$ cat src/flt_pkg.sv
// Constants, register map and state types for the flight-time and temperature
// measurement sequencer. Assumes a 50 MHz system clock and a 4 MHz timing reference.
package flt_pkg;
	// ----------------------------------------------------------------
	// Clocking and fixed-point time base
	// ----------------------------------------------------------------
	localparam int CLK_HZ = 50_000_000;
	localparam int REF_HZ = 4_000_000;
	// Reference period in 16.16 fixed point gained per system clock.
	localparam logic [31:0] FX_STEP = 32'((64'd65536 * REF_HZ) / CLK_HZ);
	localparam int CHARGE_NS = 16000;
	localparam int CHARGE_CYC = (CHARGE_NS * (CLK_HZ / 1_000_000) + 999) / 1000;
	localparam int PORT_BASE_NS = 64000;
	localparam int PORT_BASE_CYC = (PORT_BASE_NS * (CLK_HZ / 1_000_000)) / 1000;
	localparam int DIV_W = 40;
	localparam int RAT_FRAC = 7;
	localparam int DM_SHIFT = 2;
	localparam logic [16:0] LIM_BASE = 17'h00100;
	localparam logic [15:0] ALL1 = 16'hffff;
	localparam logic [15:0] DIFF_ERR = 16'h7fff;
	localparam logic [15:0] RST16 = 16'h0000;
	// ----------------------------------------------------------------
	// Register addresses
	// ----------------------------------------------------------------
	localparam logic [7:0] A_CMD = 8'h00;
	localparam logic [7:0] A_HITCFG = 8'h01;
	localparam logic [7:0] A_WSA = 8'h02;
	localparam logic [7:0] A_WSB = 8'h03;
	localparam logic [7:0] A_WSC = 8'h04;
	localparam logic [7:0] A_OFSU = 8'h05;
	localparam logic [7:0] A_OFSD = 8'h06;
	localparam logic [7:0] A_LAUNCH = 8'h07;
	localparam logic [7:0] A_TEMPCFG = 8'h08;
	localparam logic [7:0] A_INTEN = 8'h09;
	localparam logic [7:0] A_INTST = 8'h0a;
	localparam logic [7:0] A_UPHIT = 8'h10;
	localparam logic [7:0] A_DNHIT = 8'h20;
	localparam logic [7:0] A_MEAN = 8'h30;
	localparam logic [7:0] A_RATIO = 8'h34;
	localparam logic [7:0] A_DELTA = 8'h36;
	localparam logic [7:0] A_DMEAN = 8'h38;
	localparam logic [7:0] A_PORT = 8'h40;
	// ----------------------------------------------------------------
	// Field positions and codes
	// ----------------------------------------------------------------
	localparam int HC_T2W = 0;
	localparam int HC_NH = 6;
	localparam int HC_LIM = 9;
	localparam int WS_HI = 8;
	localparam int OF_EARLY = 0;
	localparam int OF_POL = 7;
	localparam int OF_RET = 8;
	localparam int LC_DLY = 0;
	localparam int LC_IDEAL = 8;
	localparam int TC_PORT = 0;
	localparam int TC_DUM = 2;
	localparam int TC_IVL = 5;
	localparam int IB_FLIGHT = 0;
	localparam int IB_TOUT = 1;
	localparam int IB_THERM = 2;
	localparam logic [2:0] CMD_UP = 3'h1;
	localparam logic [2:0] CMD_DN = 3'h2;
	localparam logic [2:0] CMD_DIFF = 3'h3;
	localparam logic [2:0] CMD_TEMP = 3'h4;
	typedef enum logic [2:0] {S_IDLE, S_DELAY, S_EARLY, S_T1, S_WAVES, S_DIV, S_COMMIT} flt_tof_t;
	typedef enum logic [1:0] {T_IDLE, T_CHG, T_DIS, T_GAP} flt_tmp_t;
endpackage

$ cat src/flt_seq.sv
// Flight-time measurement tail and temperature port sequencer.
// Assumes comparator outputs and the capacitor comparator arrive asynchronously,
// and that the launch driver starts its burst on o_launch_go.
`timescale 1ns/10ps
module flt_seq import flt_pkg::*; #(
	parameter int HITS = 6
) (
	// Clock and reset
	input wire logic i_clk,
	input wire logic i_srst,
	// Register port
	input wire logic [7:0] i_addr,
	input wire logic [15:0] i_wdata,
	input wire logic i_wr,
	input wire logic i_rd,
	output logic [15:0] o_rdata,
	// Receive side
	input wire logic i_stop_up,
	input wire logic i_stop_dn,
	output logic o_launch_go,
	output logic o_launch_dn,
	output logic o_cmp_en_up,
	output logic o_cmp_en_dn,
	output logic [7:0] o_cmp_offset,
	// Temperature side
	input wire logic i_cap_cmp,
	output logic o_cap_o,
	output logic o_cap_oe_n,
	output logic [3:0] o_probe_o,
	output logic [3:0] o_probe_oe_n,
	output logic o_emul_en,
	// Interrupt
	output logic o_int_n
);
	// ----------------------------------------------------------------
	// Synchronisers and configuration
	// ----------------------------------------------------------------
	logic [2:0] s1_r, s2_r;
	logic [15:0] hit_cfg_r, launch_r, tcfg_r;
	logic [15:0] ws_r [0:2];
	logic [15:0] ofs_r [0:1];
	logic [2:0] inten_r, st_r, st_nxt;
	flt_tof_t st;
	flt_tmp_t tst;
	logic dir_r, diff_r, err_r, uperr_r, lvl_q_r, t2on_r, t2done_r, dld_r;
	logic [31:0] el_r, t1_r, t2_r, avg_r;
	logic [31:0] sh_hit_r [0:HITS-1];
	logic [34:0] sum_r;
	logic [5:0] wave_r, dcnt_r;
	logic [2:0] hidx_r;
	logic [1:0] job_r;
	logic [DIV_W-1:0] num_r;
	logic [31:0] den_r, rem_r;
	logic [7:0] r1_r, r2_r;

	// Pins cross into the clock domain through two flops.
	always_ff @(posedge i_clk) begin
		if (i_srst) begin
			s1_r <= 3'h0;
			s2_r <= 3'h0;
		end else begin
			s1_r <= {i_cap_cmp, i_stop_dn, i_stop_up};
			s2_r <= s1_r;
		end
	end

	// Software-written configuration.
	always_ff @(posedge i_clk) begin
		if (i_srst) begin
			hit_cfg_r <= RST16;
			launch_r <= RST16;
			tcfg_r <= RST16;
			inten_r <= 3'h0;
			for (int i = 0; i < 3; i++) ws_r[i] <= RST16;
			for (int i = 0; i < 2; i++) ofs_r[i] <= RST16;
		end else if (i_wr) begin
			case (i_addr)
				A_HITCFG: hit_cfg_r <= i_wdata;
				A_WSA: ws_r[0] <= i_wdata;
				A_WSB: ws_r[1] <= i_wdata;
				A_WSC: ws_r[2] <= i_wdata;
				A_OFSU: ofs_r[0] <= i_wdata;
				A_OFSD: ofs_r[1] <= i_wdata;
				A_LAUNCH: launch_r <= i_wdata;
				A_TEMPCFG: tcfg_r <= i_wdata;
				A_INTEN: inten_r <= i_wdata[2:0];
				default: ;
			endcase
		end
	end

	// ----------------------------------------------------------------
	// Flight-time decode
	// ----------------------------------------------------------------
	wire cmd_wr = i_wr && i_addr == A_CMD;
	wire [2:0] cmd = i_wdata[2:0];
	wire tof_go = cmd_wr && st == S_IDLE && (cmd == CMD_UP || cmd == CMD_DN || cmd == CMD_DIFF);
	wire [5:0] t2sel = hit_cfg_r[HC_T2W +: 6];
	wire [2:0] nh_raw = hit_cfg_r[HC_NH +: 3];
	wire [2:0] nh = (nh_raw == 3'h0) ? 3'h1 : (nh_raw > 3'(HITS)) ? 3'(HITS) : nh_raw;
	wire [16:0] lim = LIM_BASE << hit_cfg_r[HC_LIM +: 3];
	wire [15:0] cur_ofs = ofs_r[dir_r];
	wire neg_pol = cur_ofs[OF_POL];
	wire [7:0] early_mag = {1'b0, cur_ofs[OF_EARLY +: 7]};
	wire [7:0] early_ofs = neg_pol ? 8'(-early_mag) : early_mag;
	wire [7:0] ret_ofs = cur_ofs[OF_RET +: 8];
	wire lvl = s2_r[dir_r] ^ neg_pol;
	wire rise = lvl && !lvl_q_r;
	wire fall = !lvl && lvl_q_r;
	wire [5:0] wave_n = wave_r + 6'h01;
	wire [15:0] ws_word = ws_r[hidx_r[2:1]];
	wire [5:0] wsel = hidx_r[0] ? ws_word[WS_HI +: 6] : ws_word[5:0];
	wire hit_now = rise && hidx_r < nh && wave_n == wsel;
	wire listen = st == S_EARLY || st == S_T1 || st == S_WAVES;
	wire tmo = listen && {1'b0, el_r[31:16]} >= lim;
	wire [31:0] el_n = el_r + FX_STEP;
	wire all_in = hidx_r == nh && t2done_r;
	// Shared serial divider: average, then t1/t2, then t2/t_ideal.
	wire [31:0] ideal_fx = 32'(launch_r[LC_IDEAL +: 8] * FX_STEP);
	wire [DIV_W-1:0] ld_num = (job_r == 2'h0) ? DIV_W'(sum_r) :
		(job_r == 2'h1) ? {1'b0, t1_r, 7'h0} : {1'b0, t2_r, 7'h0};
	wire [31:0] ld_den = (job_r == 2'h0) ? {29'h0, nh} : (job_r == 2'h1) ? t2_r : ideal_fx;
	wire [32:0] rem_w = {rem_r, num_r[DIV_W-1]};
	wire ge = rem_w >= {1'b0, den_r};
	wire [32:0] rem_s = ge ? rem_w - {1'b0, den_r} : rem_w;
	wire [7:0] qsat = (|num_r[DIV_W-1:8]) ? 8'hff : num_r[7:0];
	wire commit = st == S_COMMIT;
	wire tof_done = commit && (!diff_r || dir_r);

	// ----------------------------------------------------------------
	// Flight-time sequence
	// ----------------------------------------------------------------
	// Launch, listen, measure widths and hits, then divide and commit.
	always_ff @(posedge i_clk) begin
		if (i_srst) begin
			st <= S_IDLE;
			{dir_r, diff_r, err_r, uperr_r, lvl_q_r, t2on_r, t2done_r, dld_r} <= 8'h00;
			{el_r, t1_r, t2_r, avg_r, den_r, rem_r} <= '0;
			{sum_r, wave_r, dcnt_r, hidx_r, job_r, num_r, r1_r, r2_r} <= '0;
			for (int i = 0; i < HITS; i++) sh_hit_r[i] <= '0;
		end else begin
			lvl_q_r <= lvl;
			el_r <= el_n;
			unique case (st)
				S_IDLE: if (tof_go) begin
					st <= S_DELAY;
					dir_r <= cmd == CMD_DN;
					diff_r <= cmd == CMD_DIFF;
					uperr_r <= 1'b0;
					el_r <= '0;
				end
				S_DELAY: begin
					{err_r, t2on_r, t2done_r, hidx_r, wave_r, sum_r, t1_r, t2_r} <= '0;
					for (int i = 0; i < HITS; i++) sh_hit_r[i] <= '0;
					if (el_r[31:16] >= {8'h0, launch_r[LC_DLY +: 8]}) st <= S_EARLY;
				end
				S_EARLY: if (rise) st <= S_T1;
				S_T1: begin
					if (lvl) t1_r <= t1_r + FX_STEP;
					if (fall) st <= S_WAVES;
				end
				S_WAVES: begin
					if (rise) wave_r <= wave_n;
					if (rise && wave_n == t2sel && !t2done_r) t2on_r <= 1'b1;
					if (t2on_r && lvl) t2_r <= t2_r + FX_STEP;
					if (t2on_r && fall) begin
						t2on_r <= 1'b0;
						t2done_r <= 1'b1;
					end
					if (hit_now) begin
						sh_hit_r[hidx_r] <= el_r;
						sum_r <= sum_r + {3'h0, el_r};
						hidx_r <= hidx_r + 3'h1;
					end
					if (all_in) begin
						st <= S_DIV;
						job_r <= 2'h0;
						dld_r <= 1'b1;
					end
				end
				S_DIV: if (dld_r) begin
					num_r <= ld_num;
					den_r <= ld_den;
					rem_r <= '0;
					dcnt_r <= 6'(DIV_W);
					dld_r <= 1'b0;
				end else if (dcnt_r != 6'h0) begin
					num_r <= {num_r[DIV_W-2:0], ge};
					rem_r <= rem_s[31:0];
					dcnt_r <= dcnt_r - 6'h01;
				end else begin
					dld_r <= 1'b1;
					job_r <= job_r + 2'h1;
					if (job_r == 2'h0) avg_r <= num_r[31:0];
					if (job_r == 2'h1) r1_r <= qsat;
					if (job_r == 2'h2) begin
						r2_r <= qsat;
						st <= S_COMMIT;
					end
				end
				S_COMMIT: if (diff_r && !dir_r) begin
					st <= S_DELAY;
					dir_r <= 1'b1;
					uperr_r <= err_r;
					el_r <= '0;
				end else st <= S_IDLE;
			endcase
			// A timeout cuts the measurement short and marks it bad.
			if (tmo) begin
				err_r <= 1'b1;
				st <= S_COMMIT;
			end
		end
	end

	// ----------------------------------------------------------------
	// Result registers: flight results written in the commit cycle, port words when a temperature run ends
	// ----------------------------------------------------------------
	logic [31:0] hit_r [0:2*HITS-1];
	logic [31:0] mean_r [0:1];
	logic [15:0] ratio_r [0:1];
	logic [31:0] delta_r, dmean_r;
	logic [31:0] port_r [0:3];
	wire bad = err_r || uperr_r;
	wire [31:0] delta_w = mean_r[0] - avg_r;
	wire [31:0] dm_w = dmean_r + 32'($signed(delta_w - dmean_r) >>> DM_SHIFT);

	// Whole and fraction words change together so a read never mixes old and new.
	always_ff @(posedge i_clk) begin
		if (i_srst) begin
			{delta_r, dmean_r} <= '0;
			for (int i = 0; i < 2 * HITS; i++) hit_r[i] <= '0;
			for (int i = 0; i < 2; i++) mean_r[i] <= '0;
			for (int i = 0; i < 2; i++) ratio_r[i] <= RST16;
		end else if (commit) begin
			for (int i = 0; i < HITS; i++)
				hit_r[(dir_r ? HITS : 0) + i] <= err_r ? {ALL1, ALL1} : sh_hit_r[i];
			mean_r[dir_r] <= err_r ? {ALL1, ALL1} : avg_r;
			ratio_r[dir_r] <= err_r ? ALL1 : {r1_r, r2_r};
			if (diff_r && dir_r) begin
				delta_r <= bad ? {DIFF_ERR, ALL1} : delta_w;
				if (!bad) dmean_r <= dm_w;
			end
		end
	end

	// ----------------------------------------------------------------
	// Temperature sequence
	// ----------------------------------------------------------------
	logic [3:0] tk_r;
	logic [15:0] tcnt_r;
	logic [31:0] tel_r;
	logic [31:0] tsh_r [0:3];
	wire [2:0] dum = tcfg_r[TC_DUM +: 3];
	wire [2:0] np = {1'b0, tcfg_r[TC_PORT +: 2]} + 3'h1;
	wire [3:0] total = {1'b0, dum} + {np, 1'b0};
	wire is_dum = tk_r < {1'b0, dum};
	wire [3:0] tj = tk_r - {1'b0, dum};
	wire [1:0] prt = tj[2:1];
	wire real_m = tj[0];
	wire [15:0] ivl = 16'(({14'h0, tcfg_r[TC_IVL +: 2]} + 16'h1) * 16'(PORT_BASE_CYC));
	wire cap_low = !s2_r[2];
	wire topen = tst == T_DIS && !cap_low && tcnt_r >= ivl - 16'h2;
	wire tend = tst == T_GAP && tcnt_r == ivl - 16'h1;
	wire tdone = tend && tk_r == total - 4'h1;

	// Charge, discharge through one port, then wait out the interval.
	always_ff @(posedge i_clk) begin
		if (i_srst) begin
			tst <= T_IDLE;
			{tk_r, tcnt_r, tel_r} <= '0;
			for (int i = 0; i < 4; i++) {tsh_r[i], port_r[i]} <= '0;
		end else begin
			tcnt_r <= tcnt_r + 16'h1;
			unique case (tst)
				T_IDLE: if (cmd_wr && cmd == CMD_TEMP) begin
					tst <= T_CHG;
					{tk_r, tcnt_r} <= '0;
				end
				T_CHG: if (tcnt_r == 16'(CHARGE_CYC - 1)) begin
					tst <= T_DIS;
					tel_r <= '0;
				end
				T_DIS: begin
					tel_r <= tel_r + FX_STEP;
					if (cap_low) begin
						if (!is_dum && real_m) tsh_r[prt] <= tel_r;
						tst <= T_GAP;
					end else if (topen) begin
						if (!is_dum) tsh_r[prt] <= {ALL1, ALL1};
						tst <= T_GAP;
					end
				end
				T_GAP: if (tend) begin
					tcnt_r <= '0;
					tk_r <= tk_r + 4'h1;
					tst <= tdone ? T_IDLE : T_CHG;
				end
			endcase
			if (tdone) begin
				for (int i = 0; i < 4; i++)
					if (3'(i) < np) port_r[i] <= tsh_r[i];
			end
		end
	end

	// ----------------------------------------------------------------
	// Status, interrupt, pins and read port
	// ----------------------------------------------------------------
	wire st_clr = i_rd && i_addr == A_INTST;
	wire [2:0] st_set = {tdone, tmo || topen, tof_done};
	// A new event in the clearing read cycle survives the clear.
	assign st_nxt = (st_clr ? 3'h0 : st_r) | st_set;
	wire [6:0] pa = i_addr[7:1];
	wire hit_a = (i_addr[7:4] == A_UPHIT[7:4] || i_addr[7:4] == A_DNHIT[7:4]) && i_addr[3:1] < 3'(HITS);
	wire [3:0] hit_ix = (i_addr[7:4] == A_DNHIT[7:4] ? 4'(HITS) : 4'h0) + {1'b0, i_addr[3:1]};
	wire [31:0] w32 = hit_a ? hit_r[hit_ix] : pa == A_MEAN[7:1] ? mean_r[0] :
		pa == A_MEAN[7:1] + 7'h1 ? mean_r[1] : pa == A_DELTA[7:1] ? delta_r :
		pa == A_DMEAN[7:1] ? dmean_r : pa[6:2] == A_PORT[7:3] ? port_r[pa[1:0]] : 32'h0;
	wire pair_a = hit_a || pa == A_MEAN[7:1] || pa == A_MEAN[7:1] + 7'h1 || pa == A_DELTA[7:1] ||
		pa == A_DMEAN[7:1] || pa[6:2] == A_PORT[7:3];
	wire [15:0] w16 = i_addr == A_HITCFG ? hit_cfg_r : i_addr == A_WSA ? ws_r[0] :
		i_addr == A_WSB ? ws_r[1] : i_addr == A_WSC ? ws_r[2] : i_addr == A_OFSU ? ofs_r[0] :
		i_addr == A_OFSD ? ofs_r[1] : i_addr == A_LAUNCH ? launch_r : i_addr == A_TEMPCFG ? tcfg_r :
		i_addr == A_INTEN ? {13'h0, inten_r} : i_addr == A_INTST ? {13'h0, st_r} :
		i_addr == A_RATIO ? ratio_r[0] : i_addr == A_RATIO + 8'h1 ? ratio_r[1] : 16'h0;
	wire [15:0] rd_w = pair_a ? (i_addr[0] ? w32[15:0] : w32[31:16]) : w16;

	// Every output is registered; the interrupt is an active-low, enabled OR of flags.
	always_ff @(posedge i_clk) begin
		if (i_srst) begin
			st_r <= 3'h0;
			o_int_n <= 1'b1;
			o_rdata <= 16'h0;
			{o_launch_go, o_launch_dn, o_cmp_en_up, o_cmp_en_dn, o_cap_o, o_emul_en} <= 6'h0;
			o_cap_oe_n <= 1'b1;
			o_cmp_offset <= 8'h0;
			o_probe_o <= 4'h0;
		end else begin
			st_r <= st_nxt;
			o_int_n <= ~|(st_nxt & inten_r);
			o_rdata <= i_rd ? rd_w : 16'h0;
			o_launch_go <= tof_go || (commit && diff_r && !dir_r);
			o_launch_dn <= dir_r;
			o_cmp_en_up <= listen && !dir_r;
			o_cmp_en_dn <= listen && dir_r;
			o_cmp_offset <= st == S_EARLY ? early_ofs : ret_ofs;
			o_cap_o <= tst == T_CHG;
			o_cap_oe_n <= tst != T_CHG;
			o_emul_en <= tst == T_DIS && is_dum;
			o_probe_o <= 4'h0;
		end
	end

	// One open-drain pull-down per probe port.
	genvar g;
	generate
		for (g = 0; g < 4; g++) begin : g_probe
			always_ff @(posedge i_clk) begin
				if (i_srst) o_probe_oe_n[g] <= 1'b1;
				else o_probe_oe_n[g] <= !(tst == T_DIS && !is_dum && prt == 2'(g));
			end
		end
	endgenerate
endmodule

$ cat config.mk
export PLATFORM = sky130hd
export DESIGN_NAME = flt_seq
export DESIGN_NICKNAME = d
export VERILOG_FILES = /design/src/flt_pkg.sv /design/src/flt_seq.sv
export SDC_FILE = /design/constraint.sdc
export NUM_CORES = 2
export LEC_CHECK = 0
export BUFFER_PORTS_ARGS = -buffer_cell sky130_fd_sc_hd__buf_2
export CORE_UTILIZATION = 50
export DETAILED_ROUTE_END_ITERATION = 12
export PLACE_DENSITY = 0.7
export REMOVE_ABC_BUFFERS = 1
export SYNTH_ARGS = -nofsm -noshare
export SYNTH_HDL_FRONTEND = slang
export SYNTH_SLANG_ARGS = --single-unit
$ cat constraint.sdc
create_clock -name i_clk -period 8.9 [get_ports i_clk]
set_input_delay 1.78 -clock i_clk [delete_from_list [all_inputs] [get_ports i_clk]]
set_output_delay 1.78 -clock i_clk [all_outputs]
set_load 0.02 [all_outputs]
==> results.json <==
{
  "max-vdd-ir-drop_v": 0.000159,
  "slowest_delay_ns": 0.58,
  "ys_types": 91,
  "wl_per_cell_um": 22.8,
  "cts_buffer_depth": 3,
  "syn_area_mm2": 0.0732,
  "fin_worst_skew_ns": 0.0325,
  "tightest_slew_ns": 1.51,
  "leakagePower_uw": 0.0284,
  "gp_congestion": 0.952,
  "power_uw": 16000,
  "slew_headroom_pct": -0.348,
  "synthArstFlopShare_pct": 0,
  "period_needed_ns": 7.32,
  "core_area_mm2": 0.145,
  "drc": 0,
  "violations": "max-slew violations",
  "ff2ff_setup_slack_ns": 1.58,
  "grt_use_met2_pct": 45.5,
  "postCtsSetupRepairBufs": 0,
  "clkTransAtPathRegs_ns": 0.06,
  "grt_max_degree": 212,
  "max_freq_mhz": 137,
  "chipHeight_um": 385,
  "io-pin-count": 71,
  "grt_overflow": 0,
  "grt_pass1_wl_mm": 318,
  "syn_area_per_cell_um2": 9.93,
  "finish.instance_area_mm2": 0.0803,
  "dp_cells": 8985,
  "grt_pass1_vias": 53300,
  "critPathBufInv": 1,
  "status": "finished, violations left",
  "hp-class": "flip-flop to flip-flop",
  "netlist_instances": 7368,
  "yosysTopAreaCell": "edfxtp_1",
  "drive_gt1_share_pct": 8.76,
  "synth-seq-area-share_pct": 51.5,
  "detail-route-antenna-nets": 0,
  "crit_fanout": 4,
  "worst_hold_slack_ns": 0.432,
  "numCtsBuffers": 159,
  "drv_cap": 0,
  "clock-root-buffer": "clkbuf_16",
  "dpl.hpwl_mm": 139,
  "cts_tree": "yes",
  "die-area_mm2": 0.148,
  "met3_usage_pct": 4.59,
  "routed-via-count": 55400,
  "ys_seq_elements": 1516,
  "final_cells": 9273,
  "start_util_pct": 50.3,
  "synthTopCellsByArea": "edfxtp_1 30%, dfxtp_1 21%, nor2_1 6.9%, ha_1 4.6%, mux4_2 4.0%",
  "worstPathArrival_ns": 7.99,
  "yosysWarnings": 0,
  "hold_viol": 0,
  "worstSetupStartpointType": "flip-flop",
  "cp-end-kind": "flip-flop",
  "cts_resized": 0,
  "hold_buffers": 0,
  "synthTopCellsByCount": "1351 x nor2_1, 781 x nand2_1, 780 x dfxtp_1",
  "clkSinkCount": 1516,
  "track_usage_pct": 28.2,
  "crit_family": "compound AO/OA/AOI/OAI gates",
  "crit_type": "flip-flop to flip-flop",
  "rows": 140,
  "port_buffers": 66,
  "gr-usage-met1_pct": 37.3,
  "power_density_mw_per_mm2": 200,
  "tns_ns": 0,
  "area_delta_synth_final_pct": 9.78,
  "synth_edf_count": 736,
  "crit_path_top_delay_cell": "a211oi_1",
  "maxSlewViolCount": 16,
  "n_fill_cell": 12400,
  "clk_latency_ns": 0.81,
  "crit_path_frequent_cell": "a21oi_1",
  "via_per_inst": 5.98,
  "synth_ff_type": "dfxtp_1",
  "synth_most_common_cell": "nor2_1",
  "dieWidth_um": 385,
  "grt.busiest_layer": "met2",
  "antenna_found_initial": 6,
  "crit_required_ns": 9.57,
  "routed_wl_mm": 212,
  "setup_violations": 0,
  "placed_cell_area_mm2": 0.0751,
  "nets": 7556,
  "drt_first_iter_violations": 5419,
  "first_pass_iters": 9,
  "rsz0062_at_grt": "false",
  "synth.top_cell.area_share_pct": 30.2,
  "fin_crit_sh_pct": 82.3,
  "htreeDepth": 4
}
[where the power goes]
part | switching [uW] | total (uW) | leakage, uW | internal (uW)
logic | 1020 | 1490 | 0.0121 | 470
registers | 207 | 7860 | 0.0139 | 7650
clock network | 2810 | 6690 | 0.00252 | 3880
total | 4030 | 16000 | 0.0284 | 12000
[worst reg2reg max path, delay by kind of cell (launching register included)]
family | cells | cell delay [ns]
flops | 1 | 0.36
fa+ha+maj | 4 | 1.15
buf+inv | 1 | 0.05
compound gates | 20 | 4.44
xor+xnor | 3 | 0.53
simple gates | 3 | 0.68
[final timing paths]
path	from	cells past startpoint	end
min	s1_r[1]	1	s2_r[1]
max	mean_r[0][0]	31	dmean_r[31]
max reg2reg	mean_r[0][0]	31	dmean_r[31]
min reg2reg	s1_r[1]	1	s2_r[1]
[placed cells by master (no fill, tap or decap), drive strengths merged, types with 212 or more instances in the layout]
cell type	instances
inv	234
nand2	781
a211oi	212
o21ai	230
and2	241
ha	271
dfxtp	780
clkbuf	218
nor2	1351
a21oi	512
edfxtp	736
[stage by stage]
step	setup WS, ns	utilization, %
after floorplan	-5.92	-
after global placement	1.68	51.7
after detailed placement	1.66	51.7
after CTS	1.59	55.3
after global routing	1.06	55.3
final	1.58	55.3
[flip-flops by register name, summed over array words and instances, names as in the netlist, 35 cells and up, named ones only]
name      count
hit_r       374
mean_r       64
num_r        40
port_r      128
sh_hit_r    186
sum_r        35
tsh_r       128
ws_r         48
[per-layer routing]
metal	wire, um	part of all wire, %
met1	86600	41
met2	98400	46
met3	17300	8.2
met4	9300	4.4
met5	34	0.016
[cell families (layout without fill, tap and decap cells)]
kind of cell               Yosys count  count (layout)  share of synthesized area, %
and+or+nand+nor                   2865            2865                          17.1
DFF                               1516            1516                          51.5
AOI/OAI and AO/OA                 1371            1371                          12.0
buffers and inverters              689             669                          3.60
muxes                              348             348                          7.07
adders and majority gates          297             297                          5.33
xor gates and xnor gates           281             281                          3.38
other                                1               9                       0.00512
[final cells by class]
type | count | area, um2 | share of cell area [%]
flip-flops and latches | 1516 | 37700 | 46.9
multi-input cells | 5166 | 33000 | 41.1
clock buffers | 218 | 4400 | 5.48
well taps | 1917 | 2400 | 2.99
repair buffers | 158 | 1120 | 1.40
inverters | 228 | 856 | 1.07
clock inverters | 65 | 790 | 0.983
diodes | 5 | 12.5 | 0.0156
Power figures use the tool's default switching activity.
